$ cat src/core/hto_pkg.sv
// Package: register map, field positions, reset values and on-hook timing constants
package hto_pkg;

  // Register addresses
  localparam logic [7:0] ADDR_TAP_SEVEN = 8'h33;
  localparam logic [7:0] ADDR_TAP_EIGHT = 8'h34;
  localparam logic [7:0] ADDR_RSVD_FIRST = 8'h35;
  localparam logic [7:0] ADDR_RSVD_LAST = 8'h3A;
  localparam logic [7:0] ADDR_QUENCH_CTRL = 8'h3B;

  // Field positions in the on-hook speed control register
  localparam int unsigned QUENCH_HI_BIT = 6;
  localparam int unsigned QUENCH_LO_BIT = 4;

  // Reset values
  localparam logic [7:0] TAP_RESET = 8'h00;
  localparam logic QUENCH_RESET = 1'b0;

  // Clock and on-hook times
  localparam int unsigned CLK_PERIOD_NS = 10;
  localparam int unsigned ONHOOK_FAST_NS = 500000;
  localparam int unsigned ONHOOK_ETSI_NS = 3000000;
  localparam int unsigned ONHOOK_QUENCH_NS = 26000000;
  // Fast setting must stay strictly below its bound, so one cycle is taken off
  localparam int unsigned ONHOOK_FAST_CYC = ONHOOK_FAST_NS / CLK_PERIOD_NS - 1;
  localparam int unsigned ONHOOK_ETSI_CYC = ONHOOK_ETSI_NS / CLK_PERIOD_NS;
  localparam int unsigned ONHOOK_QUENCH_CYC = ONHOOK_QUENCH_NS / CLK_PERIOD_NS;
  localparam int unsigned CNT_W = 22;

  // Line state
  typedef enum logic [1:0] {
    HTO_IDLE,
    HTO_SEIZED,
    HTO_RELEASE
  } hto_line_t;

endpackage

$ cat src/core/hto_regs.sv
// Hybrid taps seven and eight, reserved block and on-hook speed control registers

////////////////////////////////////////////////////////////////////////////////
module hto_regs #(
  parameter int unsigned FAST_CYC = hto_pkg::ONHOOK_FAST_CYC,
  parameter int unsigned ETSI_CYC = hto_pkg::ONHOOK_ETSI_CYC,
  parameter int unsigned QUENCH_CYC = hto_pkg::ONHOOK_QUENCH_CYC
) (
  input wire logic clk_sys_i,
  input wire logic reset_n_i,
  input wire logic [7:0] reg_addr_i,
  input wire logic [7:0] reg_wdata_i,
  input wire logic reg_wr_i,
  input wire logic reg_rd_i,
  output logic [7:0] reg_rdata_o,
  output logic reg_rvalid_o,
  input wire logic line_seize_ctrl_i,
  input wire logic onhook_speed_sel_i,
  input wire logic onhook_speed_sel_b_i,
  output logic [7:0] tap_seven_coeff_o,
  output logic [7:0] tap_eight_coeff_o,
  output logic tap_seven_active_o,
  output logic tap_eight_active_o,
  output logic [1:0] quench_sel_o,
  output logic loop_current_on_o
);

  ////////////////////////////////////////////////////////////////////////////////
  // Reset release

  logic rst_meta_r;
  logic rst_n_r;

  // Two-stage release of the asynchronous reset
  always_ff @(posedge clk_sys_i or negedge reset_n_i) begin
    if (!reset_n_i) begin
      rst_meta_r <= 1'b0;
      rst_n_r <= 1'b0;
    end else begin
      rst_meta_r <= 1'b1;
      rst_n_r <= rst_meta_r;
    end
  end

  ////////////////////////////////////////////////////////////////////////////////
  // Register storage

  logic [7:0] tap_seven_coeff_r;
  logic [7:0] tap_eight_coeff_r;
  logic quench_sel_hi_r;
  logic quench_sel_lo_r;
  logic wr_seven;
  logic wr_eight;
  logic wr_quench;

  // Write decode; reserved addresses accept nothing
  assign wr_seven = reg_wr_i && (reg_addr_i == hto_pkg::ADDR_TAP_SEVEN);
  assign wr_eight = reg_wr_i && (reg_addr_i == hto_pkg::ADDR_TAP_EIGHT);
  assign wr_quench = reg_wr_i && (reg_addr_i == hto_pkg::ADDR_QUENCH_CTRL);

  // Tap coefficients
  always_ff @(posedge clk_sys_i or negedge rst_n_r) begin
    if (!rst_n_r) begin
      tap_seven_coeff_r <= hto_pkg::TAP_RESET;
      tap_eight_coeff_r <= hto_pkg::TAP_RESET;
    end else begin
      if (wr_seven) begin
        tap_seven_coeff_r <= reg_wdata_i;
      end
      if (wr_eight) begin
        tap_eight_coeff_r <= reg_wdata_i;
      end
    end
  end

  // Quench field; other bits of this register are not stored and read zero
  always_ff @(posedge clk_sys_i or negedge rst_n_r) begin
    if (!rst_n_r) begin
      quench_sel_hi_r <= hto_pkg::QUENCH_RESET;
      quench_sel_lo_r <= hto_pkg::QUENCH_RESET;
    end else if (wr_quench) begin
      quench_sel_hi_r <= reg_wdata_i[hto_pkg::QUENCH_HI_BIT];
      quench_sel_lo_r <= reg_wdata_i[hto_pkg::QUENCH_LO_BIT];
    end
  end

  assign tap_seven_coeff_o = tap_seven_coeff_r;
  assign tap_eight_coeff_o = tap_eight_coeff_r;
  assign quench_sel_o = {quench_sel_hi_r, quench_sel_lo_r};

  // A zero coefficient switches its filter stage off
  assign tap_seven_active_o = |tap_seven_coeff_r;
  assign tap_eight_active_o = |tap_eight_coeff_r;

  ////////////////////////////////////////////////////////////////////////////////
  // Read port

  logic [7:0] rdata_nxt;

  // Read mux; reserved and unmapped addresses read zero
  always_comb begin
    rdata_nxt = 8'h00;
    case (reg_addr_i)
      hto_pkg::ADDR_TAP_SEVEN: rdata_nxt = tap_seven_coeff_r;
      hto_pkg::ADDR_TAP_EIGHT: rdata_nxt = tap_eight_coeff_r;
      hto_pkg::ADDR_QUENCH_CTRL: begin
        rdata_nxt[hto_pkg::QUENCH_HI_BIT] = quench_sel_hi_r;
        rdata_nxt[hto_pkg::QUENCH_LO_BIT] = quench_sel_lo_r;
      end
      default: rdata_nxt = 8'h00;
    endcase
  end

  // Read data registered one cycle after the strobe
  always_ff @(posedge clk_sys_i or negedge rst_n_r) begin
    if (!rst_n_r) begin
      reg_rdata_o <= 8'h00;
      reg_rvalid_o <= 1'b0;
    end else begin
      reg_rvalid_o <= reg_rd_i;
      if (reg_rd_i) begin
        reg_rdata_o <= rdata_nxt;
      end
    end
  end

  ////////////////////////////////////////////////////////////////////////////////
  // On-hook release timing

  hto_pkg::hto_line_t line_r;
  logic [hto_pkg::CNT_W-1:0] cnt_r;
  logic [hto_pkg::CNT_W-1:0] limit_nxt;

  // Speed select: slow quench setting first, then the 3 ms setting, else fast
  always_comb begin
    if (onhook_speed_sel_i && quench_sel_hi_r && quench_sel_lo_r) begin
      limit_nxt = hto_pkg::CNT_W'(QUENCH_CYC);
    end else if (onhook_speed_sel_b_i && !onhook_speed_sel_i) begin
      limit_nxt = hto_pkg::CNT_W'(ETSI_CYC);
    end else begin
      limit_nxt = hto_pkg::CNT_W'(FAST_CYC);
    end
  end

  // Loop current stays on through the release time after the seize bit clears
  always_ff @(posedge clk_sys_i or negedge rst_n_r) begin
    if (!rst_n_r) begin
      line_r <= hto_pkg::HTO_IDLE;
      cnt_r <= '0;
    end else begin
      case (line_r)
        hto_pkg::HTO_IDLE: begin
          if (line_seize_ctrl_i) begin
            line_r <= hto_pkg::HTO_SEIZED;
          end
        end
        hto_pkg::HTO_SEIZED: begin
          if (!line_seize_ctrl_i) begin
            line_r <= hto_pkg::HTO_RELEASE;
            cnt_r <= limit_nxt - 1'b1;
          end
        end
        hto_pkg::HTO_RELEASE: begin
          if (line_seize_ctrl_i) begin
            line_r <= hto_pkg::HTO_SEIZED;
          end else if (cnt_r == '0) begin
            line_r <= hto_pkg::HTO_IDLE;
          end else begin
            cnt_r <= cnt_r - 1'b1;
          end
        end
        default: line_r <= hto_pkg::HTO_IDLE;
      endcase
    end
  end

  assign loop_current_on_o = (line_r != hto_pkg::HTO_IDLE);
endmodule

$ cat config.mk
export PLATFORM = sky130hd
export DESIGN_NAME = hto_regs
export DESIGN_NICKNAME = d
export VERILOG_FILES = /design/src/core/hto_pkg.sv /design/src/core/hto_regs.sv
export SDC_FILE = /design/constraint.sdc
export NUM_CORES = 1
export LEC_CHECK = 0
export ABC_AREA = 0
export BUFFER_PORTS_ARGS = -buffer_cell sky130_fd_sc_hd__buf_2
export CORE_MARGIN = 3
export CORE_UTILIZATION = 57
export DETAILED_ROUTE_END_ITERATION = 12
export GPL_TIMING_DRIVEN = 1
export PLACE_DENSITY_LB_ADDON = 0.05
export SETUP_SLACK_MARGIN = 0.4
export SLEW_MARGIN = 10
export SYNTH_ARGS = -nofsm -noshare
export SYNTH_HDL_FRONTEND = slang
export SYNTH_SLANG_ARGS = --single-unit
$ cat constraint.sdc
create_clock -name clk_sys_i -period 3.35 [get_ports clk_sys_i]
set_input_delay 0.1675 -clock clk_sys_i [delete_from_list [all_inputs] [get_ports clk_sys_i]]
set_output_delay 0.1675 -clock clk_sys_i [all_outputs]
set_load 0.05 [all_outputs]
* Word-level counts from Yosys, hierarchy flattened
Index checks and enable logic that the tools add are counted.
Word-level totals: flip-flop bits (word level) 53, input bits 23, output and inout port bits 30, word-level logic and storage cells 53
Cells by class: add/sub/neg operators 2, equality and inequality tests 10, multiplexer cells 16, reduce and logical (&&, ||, !) cells 15
Operators by type and width (number):
- two-way mux 22 bit | 4
- case mux 22 bit (2 select lines) | 1
- subtractor 22 x 1 -> 22 bit (second input constant) | 2
- equality test 8 x 6 -> 1 bit (second input constant) | 3
- logical NOT 22 bit | 1
- two-way mux 19 bit | 1
- OR reduction 8 bit | 2
- two-way mux 2 bit | 4
- inequality test 2 bit (second input constant) | 4
- case mux 4 bit (2 select lines) | 1
- logical AND 1 bit | 6
- case mux 1 bit (3 select lines) | 2
- case mux 2 bit (3 select lines) | 1
- case mux 1 bit (2 select lines) | 2
- AND reduction 4 bit | 1
- nonzero test 2 bit | 2
- inequality test 3 bit (second input constant) | 1
- AND reduction 3 bit | 1
- equality test 2 x 1 -> 1 bit (second input constant) | 1
- equality test 2 bit (second input constant) | 1
- logical NOT 2 bit | 1
- logical NOT 1 bit | 1

* Longest topological paths before layout
depth in word-level cells 7, depth in mapped cells 10, gate-level depth less buffers 9

* Worst setup path before layout
OpenSTA, ideal clock, no wires.
path kind reg-to-reg, start point register line_r[1], end point register cnt_r[18] (netlist bit), library setup time 127 ps, data arrival time 2493 ps, required time 3223 ps, path slack 730 ps, cell stages (with the launch flop) 10, buffers on the path 2, period minus slack after synthesis 2620 ps, path through dfrtp_1 -> nor2b_1 -> clkbuf_1 -> clkbuf_1 -> a21oi_1 -> ha_1 -> or4b_4 -> or4_4 -> o31ai_1 -> a21oi_1
On the way: word-level cells in the longest chain between the ends 3, elaborated cells between the ends (all ways) 8, those cells by class eq/ne: 5; mux: 1; reduce/logical: 2
Ends and longest elaborated chain:
- start, declared | line hto_regs.sv:130 | hto_pkg::hto_line_t line_r;
- start signal, assigned | line hto_regs.sv:148 | line_r <= hto_pkg::HTO_IDLE;
- start signal, assigned | line hto_regs.sv:154 | line_r <= hto_pkg::HTO_SEIZED;
- start signal, assigned | line hto_regs.sv:159 | line_r <= hto_pkg::HTO_RELEASE;
- equality test 2 bit or equality test 2 x 1 -> 1 bit (tied branches) | line hto_regs.sv:151 | case (line_r)
- inequality test 2 bit (no source line) or nonzero test 2 bit (tied branches)
- AND reduction 4 bit (no source line)
- end signal, assigned | line hto_regs.sv:160 | cnt_r <= limit_nxt - 1'b1;
- end signal, assigned | line hto_regs.sv:169 | cnt_r <= cnt_r - 1'b1;
- end, declared | line hto_regs.sv:131 | logic [hto_pkg::CNT_W-1:0] cnt_r;
Several ways; a longest one is shown, not always the timed one. A chain may end at the register's enable or synchronous reset.

* Final worst setup path
start point register line_r[0], end point register cnt_r[18] (netlist bit)
The elaborated chain is that of the path after synthesis.

==> reports/metrics.cfg <==
[clock_network]
clk_path_buf_depth=2
h-tree-depth=2
clkTransAtPathRegs_ns=0.10
numCtsBuffers=5
worstSkewPairLatency_ns=0.31
cts_root_buf=clkbuf_8
cts_tree=built
clock-sinks=53

[finish]
final_cell_mix=52 x buf_2, 51 x dfrtp_1, 33 x a21oi_1
final_common_cell=buf_2
antenna_cells=0
post-route-util=0.708
final_nets=360
layout-drive-gt1-share=0.288
area_growth_pct=15.1

[floorplanning]
chipHeight_um=75.9
pin_count=53
start_util=0.615
std_cell_rows=24
core_um2=4530
die_w_um=75.9
dieArea_um2=5770

[synth]
ys.warnings.count=0
synth_top_area_cell=dfrtp_1
ys_seq_elements=53
syn-num-nets=312
syn_avg_cell_area_um2=9.68
ys_seq_area_frac=0.476
ys_types=53
syn-cell-area_um2=2790
synth_top_area_frac=0.476
yosys-top-cells-area=dfrtp_1 48%, mux2_2 7.7%, a21oi_1 5.9%
netlist_instances=288

[timing]
max_freq_mhz=357
slew_violations=0
fin_crit_ns=2.80
max_slew_margin=0.277
fin_tns_setup_ns=0
min_period_over_period=0.837
setup_viol_count_final=0
finalClockSkew_ns=0.00823
tightest_slew_ns=1.09
rsz0062_at_grt=false
final_hold_viol_count=0

[power]
peakVddDrop_v=0.000297
leakagePower_nw=1.49
power.density_nw_per_um2=477

[global_route]
track_usage=0.235
grt_overflow=0
antenna_found_initial=0
grt_pass1_vias=2255
grt_start_max_net_pins=52
grt_pass1_wl_um=11100

[detailed_routing]
drc_errors=0
drt-initial-drc-count=217
drt-total-wl_um=6570
wl_per_cell_um=16.3
vias=2415
postRouteAntennaNets=0
routed_via_density=6.01
firstDrtPassIters=4

[placed_design]
place.port_buffers=52
dp_hpwl_um=4750
routabilityCongestion=0.942

[worst_setup_path]
end_kind=register
crit_top_cell=a21oi_1
required_ns=3.54
crit_chain=nor2b_1 -> buf_6 -> nor3_1 -> a21oi_1 -> ha_1 -> or4b_4 -> or4_4 -> o31ai_1 -> a21oi_1
critPathKind=register to register
max_stage_delay_ns=0.51
cpMaxStageDelayCell=or4b_4
path_max_fanout=24
startpoint_type=register
critical_path_arrival_ns=2.99

[outcome]
status=finished, final reports clean

[worst_hold_path]
worstHoldPathType=input port to register

[flow_run]
cap_violations=0

## synth_stat cells (all sizes together)
master	number
a21boi	1
a21o	3
a21oi	33
a22oi	6
a2bb2oi	1
a31oi	4
a41o	1
a41oi	2
and2	3
and3	2
and4	1
buf	6
clkbuf	9
conb	1
dfrtp	53
ha	1
inv	6
mux2	19
mux2i	3
nand2	20
nand2b	1
nand3	8
nand4	3
nor2	30
nor2b	2
nor3	13
nor4	6
nor4b	1
o2111ai	2
o211ai	1
o21a	1
o21ai	21
o221ai	1
o22ai	1
o31a	1
o31ai	8
o41ai	1
or2	3
or2b	1
or3	3
or4	2
or4b	3
## layer usage
layer,track usage,part of all wire,up-vias
li1,-,-,1151
met1,0.364,0.48,1176
met2,0.348,0.46,80
met3,0.0450,0.056,8
met4,0.0453,0.0099,0
met5,0,0,-
## metrics by stage
step | power, mW | cell area, um2 | instances | hold WS [ns] | setup slack (ns)
2_1_floorplan | 1.01 | 2790 | 288 | -0.128 | 0.730
3_3_place_gp | 1.09 | 3080 | 393 | -0.0464 | 0.651
3_5_place_dp | 1.10 | 3080 | 393 | -0.0455 | 0.566
4_1_cts | 1.53 | 3200 | 402 | 0.0999 | 0.530
5_1_grt | 1.60 | 3210 | 402 | 0.0983 | 0.413
6_report | 1.53 | 3210 | 402 | 0.101 | 0.547
## path summary, 6_finish.rpt
path | from | end | slack (ns) | cells past startpoint
worst max-delay path | line_r[0] | cnt_r[18] | 0.55 | 9
worst min-delay path | reg_wdata_i[3] | tap_eight_coeff_o[3] | 0.10 | 2
worst max register to register | line_r[0] | cnt_r[18] | 0.55 | 9
worst min register to register | rst_meta_r | rst_n_r | 0.37 | 0
max in group asynchronous | rst_n_r | line_r[1] | 2.13 | 0
min in group asynchronous | reset_n_i | rst_n_r | 0.18 | 2
## power breakdown
part           switching, mW  internal, mW
Sequential            0.0859         0.691
Combinational          0.211         0.104
Clock                  0.217         0.224
## logic make-up (layout without fill, tap and decap cells)
kind of cell	Yosys count	count (layout)	synth area share
AOI/OAI and AO/OA	88	88	0.197
muxes	22	22	0.0875
DFF	53	53	0.476
adders and majority gates	1	1	0.00449
and+or+nand+nor	102	102	0.199
other	1	1	0.00135
buffers and inverters	21	70	0.0346
## flip-flops by register name (all words and copies together), names as in the netlist, 2 cells and up
register,flops
tap_seven_coeff_o,8
reg_rdata_o,8
tap_eight_coeff_o,8
cnt_r,22
line_r,2
## repair_timing
item                                    CTS  global route
hold buffers                              1             0
hold endpoints to repair                  2             0
resized for setup                         0             2
endpoints found under the setup margin    0             4
buffers inserted                          0             0
## final cells by class
| class | count | area, um2 |
|---|---|---|
| sequential | 53 | 1330 |
| clock buffer | 5 | 68.8 |
| tap | 65 | 81.3 |
| multi-input combinational | 214 | 1370 |
| clock inverter | 3 | 46.3 |
| inverter | 6 | 22.5 |
| timing repair buffer | 56 | 297 |
| fill | 355 | 1330 |
## critical path: cells and delay by family, from the launching register on
kind            cells  cell delay (ns)
compound gates      3             0.56
fa+ha+maj           1             0.23
buf+inv             1             0.22
flops               1             0.43
simple gates        4             1.25
No activity file was read; power rests on OpenSTA's default activity.
